`src/rtl/ulpm_defs.svh`:
```
// ulpm_defs.svh: offsets, field positions, reset values and timing counts
// assumes: included by bare name from the lpm control design files
`ifndef ULPM_DEFS_SVH
`define ULPM_DEFS_SVH

// ----------------------------------------------------------------------
// register offsets
// ----------------------------------------------------------------------
`define ULPM_OFF_CTRL1      12'h000
`define ULPM_OFF_MODE       12'h004
`define ULPM_OFF_STATUS     12'h008
`define ULPM_OFF_LINK       12'h00C
// ----------------------------------------------------------------------
// control register fields
// ----------------------------------------------------------------------
`define ULPM_XMT_BIT        16
`define ULPM_EP_HI          15
`define ULPM_EP_LO          12
`define ULPM_RWAKE_BIT      8
`define ULPM_HIRD_HI        7
`define ULPM_HIRD_LO        4
`define ULPM_LSTATE_HI      3
`define ULPM_LSTATE_LO      0
`define ULPM_CTRL1_WMASK    32'h0001_F1FF
`define ULPM_CTRL1_RESET    32'h0000_0000
// ----------------------------------------------------------------------
// mode register fields
// ----------------------------------------------------------------------
`define ULPM_HOST_BIT       0
`define ULPM_EN_HI          2
`define ULPM_EN_LO          1
`define ULPM_EN_ARMED       2'h3
`define ULPM_LSTATE_L1      4'h1
// ----------------------------------------------------------------------
// timing
// ----------------------------------------------------------------------
`define ULPM_CLK_MHZ        125
`define ULPM_RESUME_BASE_US 50
`define ULPM_RESUME_STEP_US 75
`define ULPM_BASE_CYC       (`ULPM_RESUME_BASE_US * `ULPM_CLK_MHZ)
`define ULPM_STEP_CYC       (`ULPM_RESUME_STEP_US * `ULPM_CLK_MHZ)
`define ULPM_MAX_TIMEOUTS   3

`endif

```
`src/rtl/ulpm_pkg.sv`:
```
// ulpm_pkg.sv: types shared by the lpm control design files
// assumes: nothing beyond a systemverilog compiler
package ulpm_pkg;

  typedef enum logic [1:0] {
    ULPM_HS_NONE,
    ULPM_HS_ACK,
    ULPM_HS_NYET
  } ulpm_hs_t;

  typedef enum logic [1:0] {
    ULPM_ST_IDLE,
    ULPM_ST_SEND,
    ULPM_ST_WAIT,
    ULPM_ST_SLEEP
  } ulpm_state_t;

endpackage : ulpm_pkg

```
`src/rtl/ulpm_ctl_if.sv`:
```
// ulpm_ctl_if.sv: carrier between register file and link engine
// assumes: one clock domain
`timescale 1ns/1ps
interface ulpm_ctl_if;
  logic        xmt;
  logic        host_mode;
  logic [1:0]  lpm_en;
  logic        xmt_clr;
  logic        sw_event;
  logic        in_l1;
  logic        rwake_used;
  modport regs (output xmt, host_mode, lpm_en, input xmt_clr, sw_event, in_l1, rwake_used);
  modport eng  (input xmt, host_mode, lpm_en, output xmt_clr, sw_event, in_l1, rwake_used);
endinterface : ulpm_ctl_if

```
`src/rtl/ulpm_resume_timer.sv`:
```
// ulpm_resume_timer.sv: counts the minimum resume drive time
// assumes: start is a one-cycle pulse on hclk
`timescale 1ns/1ps
`include "ulpm_defs.svh"
module ulpm_resume_timer #(
  parameter int BASE_CYC = `ULPM_BASE_CYC,
  parameter int STEP_CYC = `ULPM_STEP_CYC
) (
  input  wire logic       hclk,
  input  wire logic       hresetn,
  input  wire logic       start,
  input  wire logic [3:0] hird,
  output logic            busy
);
  logic [17:0] cnt_ff;
  logic [17:0] nxt_cnt;

  // resume time = base + hird * step
  always_comb begin
    nxt_cnt = cnt_ff;
    if (start) begin
      nxt_cnt = 18'(BASE_CYC) + 18'(STEP_CYC) * 18'(hird);
    end else if (cnt_ff != 18'h0) begin
      nxt_cnt = cnt_ff - 18'h1;
    end
  end

  always_ff @(posedge hclk or negedge hresetn) begin
    if (!hresetn) begin
      cnt_ff <= 18'h0;
    end else begin
      cnt_ff <= nxt_cnt;
    end
  end

  assign busy = (cnt_ff != 18'h0);
endmodule : ulpm_resume_timer

```
`src/rtl/ulpm_link_ctrl.sv`:
```
// ulpm_link_ctrl.sv: lpm control register and l1 entry logic
// assumes: ahb-lite single master, link events are hclk-synchronous pulses
// Summary of operation
// RULE1: device mode with request set enters l1 on next lpm transaction
// RULE2: software writes enable field 11 and request bit together; code holds enable in the mode register, a separate write
// RULE3: armed, all tx fifos empty: ack, self-clear request, raise event
// RULE4: armed, data pending: nyet, request stays set, still raise event
// RULE5: host mode request sends lpm; clears on any token or three timeouts
// RULE6: bits 15..12 hold the endpoint carried in the lpm token
// RULE7: bits 11..9 always read zero
// RULE8: bit 8 enables remote wake for the current suspend only
// RULE9: hird bits 7..4 set resume time 50us plus hird times 75us
// RULE10: link state bits 3..0, only value 1 meaning l1 is valid
// RULE11: host lpm transaction carries endpoint, wake, hird, link state; code sends link state bits 2..0 only
`timescale 1ns/1ps
`include "ulpm_defs.svh"
module ulpm_link_ctrl #(
  parameter int BASE_CYC = `ULPM_BASE_CYC,
  parameter int STEP_CYC = `ULPM_STEP_CYC
) (
  input  wire logic        hclk,
  input  wire logic        hresetn,
  input  wire logic        hsel,
  input  wire logic [31:0] haddr,
  input  wire logic [1:0]  htrans,
  input  wire logic        hwrite,
  input  wire logic [2:0]  hsize,
  input  wire logic [31:0] hwdata,
  input  wire logic        hready,
  output logic [31:0]      hrdata,
  output logic             hreadyout,
  output logic             hresp,
  input  wire logic        rx_lpm_pkt,
  input  wire logic        rx_token,
  input  wire logic        rx_timeout,
  input  wire logic        tx_fifos_empty,
  input  wire logic        resume_seen,
  output logic             hs_valid,
  output ulpm_pkg::ulpm_hs_t hs_code,
  output logic             tx_lpm_start,
  output logic [11:0]      tx_lpm_attr,
  output logic             link_in_l1,
  output logic             remote_wake_en,
  output logic             resume_busy,
  output logic             sw_irq_event
);
  ulpm_ctl_if ctl ();

  // ----------------------------------------------------------------------
  // bus slave
  // ----------------------------------------------------------------------
  logic        wr_pend_ff;
  logic        nxt_wr_pend;
  logic [11:0] wr_addr_ff;
  logic [11:0] nxt_wr_addr;
  logic [31:0] ctrl1_ff;
  logic [31:0] nxt_ctrl1;
  logic        host_ff;
  logic        nxt_host;
  logic [1:0]  en_ff;
  logic [1:0]  nxt_en;
  logic [31:0] rdata_ff;
  logic [31:0] nxt_rdata;
  logic        acc;
  logic        wr_ctrl;
  logic [31:0] status_w;
  logic [31:0] mode_w;

  assign acc       = hsel & hready & htrans[1];
  assign hreadyout = 1'b1;
  assign hresp     = 1'b0;
  assign hrdata    = rdata_ff;
  assign wr_ctrl   = wr_pend_ff & (wr_addr_ff == `ULPM_OFF_CTRL1);
  assign mode_w    = {29'h0, en_ff, host_ff};
  assign status_w  = {28'h0, ctl.rwake_used, resume_busy, hs_code == ulpm_pkg::ULPM_HS_NYET,
                      ctl.in_l1};

  always_comb begin
    nxt_wr_pend = acc & hwrite;
    nxt_wr_addr = acc ? {haddr[11:2], 2'b00} : wr_addr_ff;
    nxt_rdata   = rdata_ff;
    nxt_ctrl1   = ctrl1_ff;
    nxt_host    = host_ff;
    nxt_en      = en_ff;
    if (wr_ctrl) begin
      // request, endpoint, wake, hird and link state land together in one write cycle; enable is written through the mode register
      nxt_ctrl1 = hwdata & `ULPM_CTRL1_WMASK; // RULE2 RULE6 RULE8 RULE9 RULE10
    end
    if (wr_pend_ff & (wr_addr_ff == `ULPM_OFF_MODE)) begin
      nxt_host = hwdata[`ULPM_HOST_BIT];
      nxt_en   = hwdata[`ULPM_EN_HI:`ULPM_EN_LO];
    end
    // hardware clear of the request; a software write in the same cycle wins
    if (ctl.xmt_clr && !(wr_ctrl && hwdata[`ULPM_XMT_BIT])) begin
      nxt_ctrl1[`ULPM_XMT_BIT] = 1'b0; // RULE3 RULE5
    end
    // remote wake applies to one suspend only
    if (resume_seen) begin
      nxt_ctrl1[`ULPM_RWAKE_BIT] = 1'b0; // RULE8
    end
    if (acc && !hwrite) begin
      case ({haddr[11:2], 2'b00})
        `ULPM_OFF_CTRL1:  nxt_rdata = ctrl1_ff & `ULPM_CTRL1_WMASK; // RULE7
        `ULPM_OFF_MODE:   nxt_rdata = mode_w;
        `ULPM_OFF_STATUS: nxt_rdata = status_w;
        `ULPM_OFF_LINK:   nxt_rdata = {20'h0, tx_lpm_attr};
        default:          nxt_rdata = 32'h0;
      endcase
    end
  end

  always_ff @(posedge hclk or negedge hresetn) begin
    if (!hresetn) begin
      wr_pend_ff <= 1'b0;
      wr_addr_ff <= 12'h0;
      ctrl1_ff   <= `ULPM_CTRL1_RESET;
      host_ff    <= 1'b0;
      en_ff      <= 2'h0;
      rdata_ff   <= 32'h0;
    end else begin
      wr_pend_ff <= nxt_wr_pend;
      wr_addr_ff <= nxt_wr_addr;
      ctrl1_ff   <= nxt_ctrl1;
      host_ff    <= nxt_host;
      en_ff      <= nxt_en;
      rdata_ff   <= nxt_rdata;
    end
  end

  assign ctl.xmt       = ctrl1_ff[`ULPM_XMT_BIT];
  assign ctl.host_mode = host_ff;
  assign ctl.lpm_en    = en_ff;

  // ----------------------------------------------------------------------
  // link engine
  // ----------------------------------------------------------------------
  ulpm_pkg::ulpm_state_t st_ff;
  ulpm_pkg::ulpm_state_t nxt_st;
  logic [1:0]         tmo_ff;
  logic [1:0]         nxt_tmo;
  ulpm_pkg::ulpm_hs_t hs_ff;
  ulpm_pkg::ulpm_hs_t nxt_hs;
  logic               hsv_ff;
  logic               nxt_hsv;
  logic               start_ff;
  logic               nxt_start;
  logic               clr_ff;
  logic               nxt_clr;
  logic               evt_ff;
  logic               nxt_evt;
  logic               rw_ff;
  logic               nxt_rw;
  logic               armed;
  logic               lstate_ok;

  assign armed     = ctl.xmt & (ctl.lpm_en == `ULPM_EN_ARMED);
  assign lstate_ok = ctrl1_ff[`ULPM_LSTATE_HI:`ULPM_LSTATE_LO] == `ULPM_LSTATE_L1; // RULE10

  always_comb begin
    nxt_st    = st_ff;
    nxt_tmo   = tmo_ff;
    nxt_hs    = hs_ff;
    nxt_hsv   = 1'b0;
    nxt_start = 1'b0;
    nxt_clr   = 1'b0;
    nxt_evt   = 1'b0;
    nxt_rw    = rw_ff;
    case (st_ff)
      ulpm_pkg::ULPM_ST_IDLE: begin
        if (ctl.host_mode) begin
          // no restart while the self-clear is still in flight
          if (ctl.xmt && !clr_ff) begin
            nxt_start = 1'b1; // RULE5 RULE11
            nxt_tmo   = 2'h0;
            nxt_st    = ulpm_pkg::ULPM_ST_WAIT;
          end
        end else if (armed && rx_lpm_pkt && lstate_ok) begin
          nxt_hsv = 1'b1;
          nxt_evt = 1'b1; // RULE3 RULE4
          if (tx_fifos_empty) begin
            nxt_hs  = ulpm_pkg::ULPM_HS_ACK; // RULE3
            nxt_clr = 1'b1;
            nxt_rw  = ctrl1_ff[`ULPM_RWAKE_BIT];
            nxt_st  = ulpm_pkg::ULPM_ST_SLEEP; // RULE1
          end else begin
            nxt_hs  = ulpm_pkg::ULPM_HS_NYET; // RULE4
          end
        end
      end
      ulpm_pkg::ULPM_ST_WAIT: begin
        if (rx_token) begin
          nxt_clr = 1'b1; // RULE5
          nxt_evt = 1'b1;
          nxt_rw  = ctrl1_ff[`ULPM_RWAKE_BIT];
          nxt_st  = ulpm_pkg::ULPM_ST_SLEEP;
        end else if (rx_timeout) begin
          if (tmo_ff == 2'(`ULPM_MAX_TIMEOUTS - 1)) begin
            nxt_clr = 1'b1; // RULE5
            nxt_evt = 1'b1;
            nxt_st  = ulpm_pkg::ULPM_ST_IDLE;
          end else begin
            nxt_tmo   = tmo_ff + 2'h1;
            nxt_start = 1'b1;
          end
        end
      end
      ulpm_pkg::ULPM_ST_SLEEP: begin
        if (resume_seen) begin
          nxt_rw = 1'b0; // RULE8
          nxt_st = ulpm_pkg::ULPM_ST_IDLE;
        end
      end
      default: nxt_st = ulpm_pkg::ULPM_ST_IDLE;
    endcase
  end

  always_ff @(posedge hclk or negedge hresetn) begin
    if (!hresetn) begin
      st_ff    <= ulpm_pkg::ULPM_ST_IDLE;
      tmo_ff   <= 2'h0;
      hs_ff    <= ulpm_pkg::ULPM_HS_NONE;
      hsv_ff   <= 1'b0;
      start_ff <= 1'b0;
      clr_ff   <= 1'b0;
      evt_ff   <= 1'b0;
      rw_ff    <= 1'b0;
    end else begin
      st_ff    <= nxt_st;
      tmo_ff   <= nxt_tmo;
      hs_ff    <= nxt_hs;
      hsv_ff   <= nxt_hsv;
      start_ff <= nxt_start;
      clr_ff   <= nxt_clr;
      evt_ff   <= nxt_evt;
      rw_ff    <= nxt_rw;
    end
  end

  assign ctl.xmt_clr    = clr_ff;
  assign ctl.sw_event   = evt_ff;
  assign ctl.in_l1      = (st_ff == ulpm_pkg::ULPM_ST_SLEEP);
  assign ctl.rwake_used = rw_ff;

  // ----------------------------------------------------------------------
  // outputs and resume timer
  // ----------------------------------------------------------------------
  assign hs_valid       = hsv_ff;
  assign hs_code        = hs_ff;
  assign tx_lpm_start   = start_ff;
  assign link_in_l1     = ctl.in_l1;
  assign remote_wake_en = rw_ff;
  assign sw_irq_event   = ctl.sw_event;
  // endpoint, wake, hird, link state bits 2..0 as sent in the lpm packet
  assign tx_lpm_attr = {ctrl1_ff[`ULPM_EP_HI:`ULPM_EP_LO], ctrl1_ff[`ULPM_RWAKE_BIT],
                        ctrl1_ff[`ULPM_HIRD_HI:`ULPM_HIRD_LO],
                        ctrl1_ff[`ULPM_LSTATE_HI - 1:`ULPM_LSTATE_LO]}; // RULE6 RULE11

  ulpm_resume_timer #(
    .BASE_CYC (BASE_CYC),
    .STEP_CYC (STEP_CYC)
  ) u_timer (
    .hclk    (hclk),
    .hresetn (hresetn),
    .start   (resume_seen),
    .hird    (ctrl1_ff[`ULPM_HIRD_HI:`ULPM_HIRD_LO]), // RULE9
    .busy    (resume_busy)
  );
endmodule : ulpm_link_ctrl

```
`config.mk`:
```
export PLATFORM = sky130hd
export DESIGN_NAME = ulpm_link_ctrl
export DESIGN_NICKNAME = d
export VERILOG_FILES = /design/src/rtl/ulpm_pkg.sv /design/src/rtl/ulpm_ctl_if.sv /design/src/rtl/ulpm_resume_timer.sv /design/src/rtl/ulpm_link_ctrl.sv
export VERILOG_INCLUDE_DIRS = /design/src /design/src/rtl
export SDC_FILE = /design/constraint.sdc
export NUM_CORES = 1
export LEC_CHECK = 0
export BUFFER_PORTS_ARGS = -buffer_cell sky130_fd_sc_hd__buf_2
export CORE_MARGIN = 3
export CORE_UTILIZATION = 57
export DETAILED_ROUTE_END_ITERATION = 12
export GPL_ROUTABILITY_DRIVEN = 0
export GPL_TIMING_DRIVEN = 0
export PLACE_DENSITY = 0.86
export REMOVE_ABC_BUFFERS = 1
export SLEW_MARGIN = 20
export SYNTH_ARGS = -nofsm -noshare
export SYNTH_HDL_FRONTEND = slang
export SYNTH_SLANG_ARGS = --single-unit
```
`constraint.sdc`:
```
create_clock -name hclk -period 6.15 [get_ports hclk]
set_input_delay 0 -clock hclk [delete_from_list [all_inputs] [get_ports hclk]]
set_output_delay 0 -clock hclk [all_outputs]
set_load 0.1 [all_outputs]
```
==> results of run 1 <==
cells by family after synthesis:
group	count (synthesis)	share of synthesized area (%)
buffers and inverters	77	8.20
adders and majority gates	38	10.9
muxes	34	7.68
xor gates and xnor gates	14	2.53
DFF	74	38.2
and+or+nand+nor	165	18.3
other	2	0.155
AOI/OAI and AO/OA	105	14.1
sequential cells by signal (all words and copies together), names as in the netlist:
register	count
hrdata	17
u_timer.cnt_ff	18
sw_irq_event	1
wr_addr_ff	10
wr_pend_ff	1
remote_wake_en	1
clr_ff	1
tx_lpm_start	1
tmo_ff	2
ctl.lpm_en	2
st_ff	2
ctl.host_mode	1
ctrl1_ff	14
hs_code	2
hs_valid	1
how the worst max path moves through the flow:
stage	slack, ns	to	cells after the start	from
detailed placement	2.06	u_timer.cnt_ff[16]$_DFFE_PN0P_	10	ctrl1_ff[6]$_DFFE_PN0P_
finish	2.04	u_timer.cnt_ff[16]$_DFFE_PN0P_	10	ctrl1_ff[7]$_DFFE_PN0P_
floorplan	1.84	u_timer.cnt_ff[16]$_DFFE_PN0P_	10	ctrl1_ff[6]$_DFFE_PN0P_
global route	1.75	u_timer.cnt_ff[16]$_DFFE_PN0P_	10	ctrl1_ff[6]$_DFFE_PN0P_
CTS	2.05	u_timer.cnt_ff[16]$_DFFE_PN0P_	10	ctrl1_ff[6]$_DFFE_PN0P_
global placement	2.15	u_timer.cnt_ff[16]$_DFFE_PN0P_	10	ctrl1_ff[6]$_DFFE_PN0P_
worst max-delay path, stage by stage, from the launching register on:
cell,delay [ns]
dfrtp_1,0.66
inv_1,0.25
ha_1,0.39
fa_1,0.50
fa_1,0.52
fa_1,0.45
nand2b_1,0.19
a21o_1,0.22
a2111oi_0,0.48
or3_1,0.20
o211ai_1,0.10
routing by layer:
layer | vias up | GRT usage [%] | wire length [um]
li1 | 1931 | - | -
met1 | 2053 | 32.4 | 4970
met2 | 190 | 43.8 | 6140
met3 | 45 | 5.50 | 776
met4 | 0 | 11.4 | 465
met5 | - | 0 | 0
final cells by class:
class	instances	area (sq um)
Clock buffer	10	128
Timing Repair Buffer	99	653
Inverter	31	116
Clock inverter	6	42.5
Tap cell	105	131
Fill cell	601	2670
Multi-Input combinational cell	373	2660
Sequential cell	74	1850
per-stage QoR:
stage	hold slack [ns]	worst slack (ns)
after global placement	0.209	2.15
after detailed placement	-0.00393	2.06
after CTS	0.0621	2.05
after floorplan	-0.296	1.84
final	0.0687	2.04
after global routing	0.0855	1.75
layout by cell type, fill, tap and decap left out, types with 3 or more instances in the layout:
cell	count
fa_1	7
xor2_1	5
a211oi_1	4
a221oi_1	3
nor4_2	3
o31ai_1	3
nand3_1	6
o211ai_1	6
and3_1	3
inv_1	29
dlygate4sd3_1	26
clkbuf_8	9
a22oi_1	5
nor2b_1	5
dfrtp_1	74
xnor2_1	9
o21a_1	3
or4_1	5
nor4_1	9
a211o_1	3
or3_1	8
a21o_1	7
conb_1	17
mux2i_1	8
o21ai_0	30
mux2_2	26
a22o_1	3
and2_1	3
a21oi_1	20
nor3_1	12
buf_2	70
nand4_1	11
nor2_1	26
nand2_1	52
ha_1	31
nand2b_1	11
report_power, final:
group	switching (uW)	total (uW)	leakage (uW)	internal, uW
clock network	193	340	0.0000827	147
registers	113	680	0.000934	567
logic	404	663	0.00165	259
total	709	1680	0.00266	974
Yosys cell counts (4+ instances only):
cell,count
dfrtp_1,74
ha_1,31
nand4_1,11
o211ai_1,6
o21ai_0,30
mux2_2,26
nor4_1,9
a21o_1,7
or4_1,5
clkbuf_1,15
xnor2_1,9
inv_1,29
a21oi_1,20
mux2i_1,8
buf_4,29
nand2b_1,11
nand2_1,52
or3_1,8
nor2b_1,6
nor3_1,12
nor2_1,26
fa_1,7
nand3_1,6
a211oi_1,4
a22oi_1,5
xor2_1,5
==> results.rst, run 1 <==
.. list-table::
   :header-rows: 1

   * - Metric
     - Value
   * - Share of flip-flops with an asynchronous set or reset
     - 100%
   * - Total Routing Usage GR
     - between 20% and 30%
   * - Initial DRC count
     - approximately 370
   * - Total of buffers placed on input and output ports
     - around 70
   * - Setup TNS Final
     - 0 ns
   * - Number of levels in the clock H-tree
     - 3
   * - Worst path arrival time
     - 4.31 ns
   * - Fraction of synthesized cell area taken by the top area cell type
     - about two fifths
   * - Top-Level Pins
     - around 130
   * - Clock latency of the later-clocked register in the worst-skew pair
     - around 0.36 ns
   * - PostCTS Resize Cnt
     - 0
   * - Worst reg-to-reg path cell count
     - 10
   * - Post-route clock period utilization
     - 66.8%
   * - Startpoint of the tightest hold check path
     - rx_timeout
   * - Number of violations of the max-capacitance limit
     - 0
   * - Slew margin rel.
     - between 50 and 60%
   * - Kind of critical path
     - flop to flop
   * - Final setup violating endpoints
     - 0
   * - Required time of the critical path
     - ~6.4 ns
   * - Die width
     - about 98 um
   * - Sequential share of the synthesized area
     - approximately two fifths
   * - CTS Root Buffer Type
     - clkbuf_8
   * - Hold Path Class
     - input port to flop
   * - PwrDens
     - 301 mW/mm^2
   * - Post-layout instance area
     - 0.00558 sq mm
   * - Clock period minus final worst setup slack
     - a little over 4 ns
   * - Startpoint of the most critical register-to-register path
     - ctrl1_ff[7]$_DFFE_PN0P_
   * - CTS buffer count
     - 9
   * - Slack of the worst reg-to-reg path
     - 2.04 ns
   * - Average cell area after synthesis
     - 9.53 sq um
   * - Layout Area Growth over Synthesis
     - 15.1%
   * - DP Cell Count
     - approximately 660
   * - Final-report max-slew violation count
     - 0
   * - Core Util, Final
     - between 60 and 70%
   * - Pwr Total
     - ~1700 uW
   * - Die footprint
     - between 0.009 and 0.01 sq mm
   * - Number of global-route vias before repair
     - between 4000 and 5000
   * - Wirelength per Cell
     - 17.7 um
   * - Actual transition at the worst max-transition pin
     - 0.660 ns
   * - Maximum clock frequency
     - 243 MHz
   * - Total of hold buffers inserted after clock tree synthesis
     - 26
   * - Setup fix buffers added after clock tree synthesis
     - 0
   * - Critical register-to-register path endpoint
     - u_timer.cnt_ff[16]$_DFFE_PN0P_
   * - CTS clk-pin slew, worst paths
     - about 0.08 ns
   * - Max Buffers Root-to-Sink
     - 2
   * - Total wire length after detailed routing
     - about 12000 um
   * - Total via count in the routed design
     - about 4200
   * - Post-detailed-route DRC marker count
     - 0
   * - Number of cells on the worst hold path
     - 4
   * - Max IR drop VDD
     - approximately 230 uV
   * - Final HPWL DP
     - 8540 um
   * - Row count
     - 33
   * - Synth area leaders
     - dfrtp_1, ha_1, mux2_2, buf_4, nand2_1
   * - Wire length of the first global-routing pass
     - just over 20000 um
   * - Capture endpoint of the worst hold path
     - tx_lpm_start$_DFF_PN0_
   * - Post-synth top flop
     - dfrtp_1
   * - Total Nets Final
     - 705
   * - Final Hold Viols
     - 0
   * - TritonCTS clock tree
     - done
   * - Placed inst area
     - 0.00515 sq mm
   * - Outcome
     - finished, final reports clean
   * - Count of flip-flops with a built-in enable after synthesis
     - 0
   * - Total number of clock tree sinks
     - 74
   * - Maximum fanout along the worst path
     - 11
   * - Synthesis Warnings
     - 0
   * - Most area-hungry cell type in the Yosys netlist
     - dfrtp_1
   * - Cell count after synthesis
     - 509
   * - Cell area after synthesis
     - approximately 0.0049 sq mm
   * - Die extent in y
     - slightly below 100 um
   * - Largest net degree at the start of global routing
     - 39
   * - Number of optimization iterations in the first detailed-route pass
     - 5
   * - Leak pwr
     - 0.00266 uW
   * - Global route overflow
     - 0
   * - Critical path capture point type
     - flop
   * - Number of storage elements in the synthesis netlist
     - 74
   * - Initial antenna violation count
     - 0
   * - Count of placed standard cells in the final layout, fillers left out
     - approximately 700
   * - Setup skew after layout
     - between 0.01 and 0.015 ns
   * - Starting Density
     - roughly three fifths
   * - Diode count
     - 0
   * - Unrepaired setup endpoints after global routing
     - false
   * - Critical path launch point type
     - flop
   * - Core footprint
     - roughly 0.0083 sq mm
   * - Proportion of layout cells with a drive suffix above 1
     - between 20% and 30%
   * - Number of unique standard cell types used by synthesis
     - 60
   * - Average vias per placed instance
     - 6.04
   * - Number of nets still failing antenna checks after routing
     - 0
(Power assumes the default switching activity.)
==> inputs of run 2 (changes only) <==
--- a/config.mk
+++ b/config.mk
@@ -8,11 +8,11 @@
 export LEC_CHECK = 0
 export BUFFER_PORTS_ARGS = -buffer_cell sky130_fd_sc_hd__buf_2
 export CORE_MARGIN = 3
-export CORE_UTILIZATION = 57
+export CORE_UTILIZATION = 48
 export DETAILED_ROUTE_END_ITERATION = 12
 export GPL_ROUTABILITY_DRIVEN = 0
 export GPL_TIMING_DRIVEN = 0
-export PLACE_DENSITY = 0.86
+export PLACE_DENSITY = 0.77
 export REMOVE_ABC_BUFFERS = 1
 export SLEW_MARGIN = 20
 export SYNTH_ARGS = -nofsm -noshare
==> constraint.sdc (replaced) <==
create_clock -name hclk -period 3.7 [get_ports hclk]
set_input_delay 0 -clock hclk [delete_from_list [all_inputs] [get_ports hclk]]
set_output_delay 0 -clock hclk [all_outputs]
set_load 0.1 [all_outputs]
==> run 2 against run 1 <==
Net effect:
- power grew 69%
- wire length shrank 4.7%
- global-route usage shrank 4.7 points
- critical path type unchanged
- combinational power grew 67%
- clock power grew 81%
- hold slack lost 0.014 ns
- count of clock-buffer cells in the layout shrank 1
- maximum frequency grew 16%
- sequential cell count is the same
- clock skew is essentially flat
- non-clock buffer count grew 2
==> results.rst, run 2 (synthesized netlist as in run 1, its figures left out) <==
.. list-table::
   :header-rows: 1

   * - Metric
     - Value
   * - Core footprint
     - between 0.009 and 0.01 sq mm
   * - Die width
     - 107 um
   * - Wirelength per Cell
     - roughly 16 um
   * - Total number of clock tree sinks
     - 74
   * - Fin Hold WS
     - approximately 0.055 ns
   * - Largest net degree at the start of global routing
     - 54
   * - Clock latency of the later-clocked register in the worst-skew pair
     - 0.35 ns
   * - Proportion of layout cells with a drive suffix above 1
     - between 20% and 30%
   * - TritonCTS clock tree
     - done
   * - CTS buffer count
     - 9
   * - Number of global-route vias before repair
     - approximately 4200
   * - Maximum clock frequency
     - around 280 MHz
   * - Total Nets Final
     - about 710
   * - Worst path arrival time
     - between 3 and 4 ns
   * - Initial antenna violation count
     - 0
   * - Layout Area Growth over Synthesis
     - 16.9%
   * - Slew margin rel.
     - roughly 56%
   * - Total via count in the routed design
     - slightly above 4000
   * - Top-Level Pins
     - 133
   * - Setup ws final
     - approximately 0.15 ns
   * - Most frequent cells in the layout
     - dfrtp_1, buf_2, nand2_1, ha_1, o21ai_0
   * - Number of nets still failing antenna checks after routing
     - 0
   * - Required time of the critical path
     - between 3 and 4 ns
   * - Actual transition at the worst max-transition pin
     - 0.656 ns
   * - PwrDens
     - ~500 mW/mm^2
   * - Max IR drop VDD
     - 282 uV
   * - Final setup violating endpoints
     - 0
   * - Kind of critical path
     - flop to flop
   * - Total Routing Usage GR
     - roughly a fifth
   * - Reg with most FFs
     - u_timer.cnt_ff
   * - Maximum fanout along the worst path
     - 4
   * - Leak pwr
     - between 0.002 and 0.003 uW
   * - Total wire length after detailed routing
     - 11800 um
   * - Total of buffers placed on input and output ports
     - just over 70
   * - Area of combinational cells with multiple inputs
     - about 0.0027 sq mm
   * - DP Cell Count
     - 684
   * - Average vias per placed instance
     - around 5.6
   * - Critical path launch point type
     - flop
   * - Final Hold Viols
     - 0
   * - Commonest non-fill, non-tap cell in the layout
     - dfrtp_1
   * - Final-report max-slew violation count
     - 0
   * - Starting Density
     - 49.4%
   * - Worst Setup Slack post-DPL
     - -0.426 ns
   * - Setup skew after layout
     - 0.0138 ns
   * - Die extent in y
     - about 110 um
   * - Post-route clock period utilization
     - approximately 96%
   * - CTS Root Buffer Type
     - clkbuf_8
   * - Die footprint
     - 0.0114 sq mm
   * - CTS clk-pin slew, worst paths
     - about 0.09 ns
   * - Combined flip-flop and latch cell area
     - ~0.0019 sq mm
   * - Post-detailed-route DRC marker count
     - 0
   * - Global route overflow
     - 0
   * - Layout fillers
     - 841
   * - Number of violations of the max-capacitance limit
     - 0
   * - Number of levels in the clock H-tree
     - 3
   * - Max Buffers Root-to-Sink
     - 2
   * - Number of optimization iterations in the first detailed-route pass
     - 4
   * - Outcome
     - finished, final reports clean
   * - Final HPWL DP
     - approximately 8400 um
   * - Diode count
     - 0
   * - Max reg flops
     - 18
   * - Initial DRC count
     - ~350
   * - Clock period minus final worst setup slack
     - around 3.6 ns
   * - Hold Path Class
     - input port to flop
   * - Wire length of the first global-routing pass
     - 19600 um
   * - Row count
     - 36
   * - Count of placed standard cells in the final layout, fillers left out
     - approximately 730
   * - Critical path capture point type
     - flop
## run 2: cell types whose count changed in the layout (fill, tap and decap cells not counted), moves of 2 or more
cell | before | now
inv_6 | 1 | 6
dfrtp_1 | 74 | 71
dfrtp_2 | 0 | 3
buf_4 | 1 | 3
clkinv_2 | 2 | 0
clkinvlp_4 | 2 | 0
## run 2: what timing repair did
action,CTS,global route
setup endpoints to repair,10,2
setup buffers,2,0
endpoints found under the hold margin,103,0
resized for setup,4,3
hold buffers,26,0
## run 2: path summary, 6_finish.rpt
| check | cells after the start | start | slack (ns) | to |
|---|---|---|---|---|
| min in group asynchronous | 2 | hresetn | 0.08 | ctrl1_ff[5]$_DFFE_PN0P_ |
| worst max register to register | 10 | ctrl1_ff[6]$_DFFE_PN0P_ | 0.15 | u_timer.cnt_ff[16]$_DFFE_PN0P_ |
| worst max-delay path | 10 | ctrl1_ff[6]$_DFFE_PN0P_ | 0.15 | u_timer.cnt_ff[16]$_DFFE_PN0P_ |
| worst min register to register | 2 | hrdata[12]$_DFFE_PN0P_ | 0.48 | hrdata[12]$_DFFE_PN0P_ |
| max in group asynchronous | 3 | hresetn | 3.06 | st_ff[1]$_DFFE_PN0P_ |
| worst min-delay path | 4 | rx_timeout | 0.05 | sw_irq_event$_DFF_PN0_ |
## run 2: metrics by stage
stage,power (uW),TNS [ns],area [sq um],utilization [%]
CTS,2850,0,5660,57.7
floorplan,1940,-4.18,4630,-
global placement,2150,-0.915,5150,52.4
detailed placement,2200,-1.42,5200,52.9
global route,3040,-0.0262,5670,57.8
finish,2850,0,5670,57.8
## run 2: where the power goes
part           leakage [uW]  internal [uW]  switching, uW
clock             0.0000979            263            354
sequential         0.000933            943            176
combinational       0.00166            434            679
## run 2: cell type report
class,count,share of cell area (%)
clock buffer,9,2.18
inverter,31,2.05
tap,133,2.93
clock inverter,7,1.12
multi-input combinational,373,47.1
timing repair buffer,101,11.9
sequential,74,32.7
## run 2: worst max-delay path, stage by stage (launching register included)
cell and delay, ns:
dfrtp_2 0.42, inv_1 0.13, ha_1 0.30, fa_1 0.50, fa_1 0.54, fa_1 0.45
nand2b_1 0.19, a21o_1 0.25, a2111oi_2 0.35, or3_1 0.19, o211ai_1 0.09
## run 2: routing by layer
| metal | routed length (um) | up-vias | global-route usage (%) |
|---|---|---|---|
| li1 | - | 1923 | - |
| met1 | 5030 | 1990 | 27.4 |
| met2 | 5860 | 156 | 36.1 |
| met3 | 599 | 31 | 4.25 |
| met4 | 296 | 0 | 7.12 |
| met5 | 0 | - | 0 |
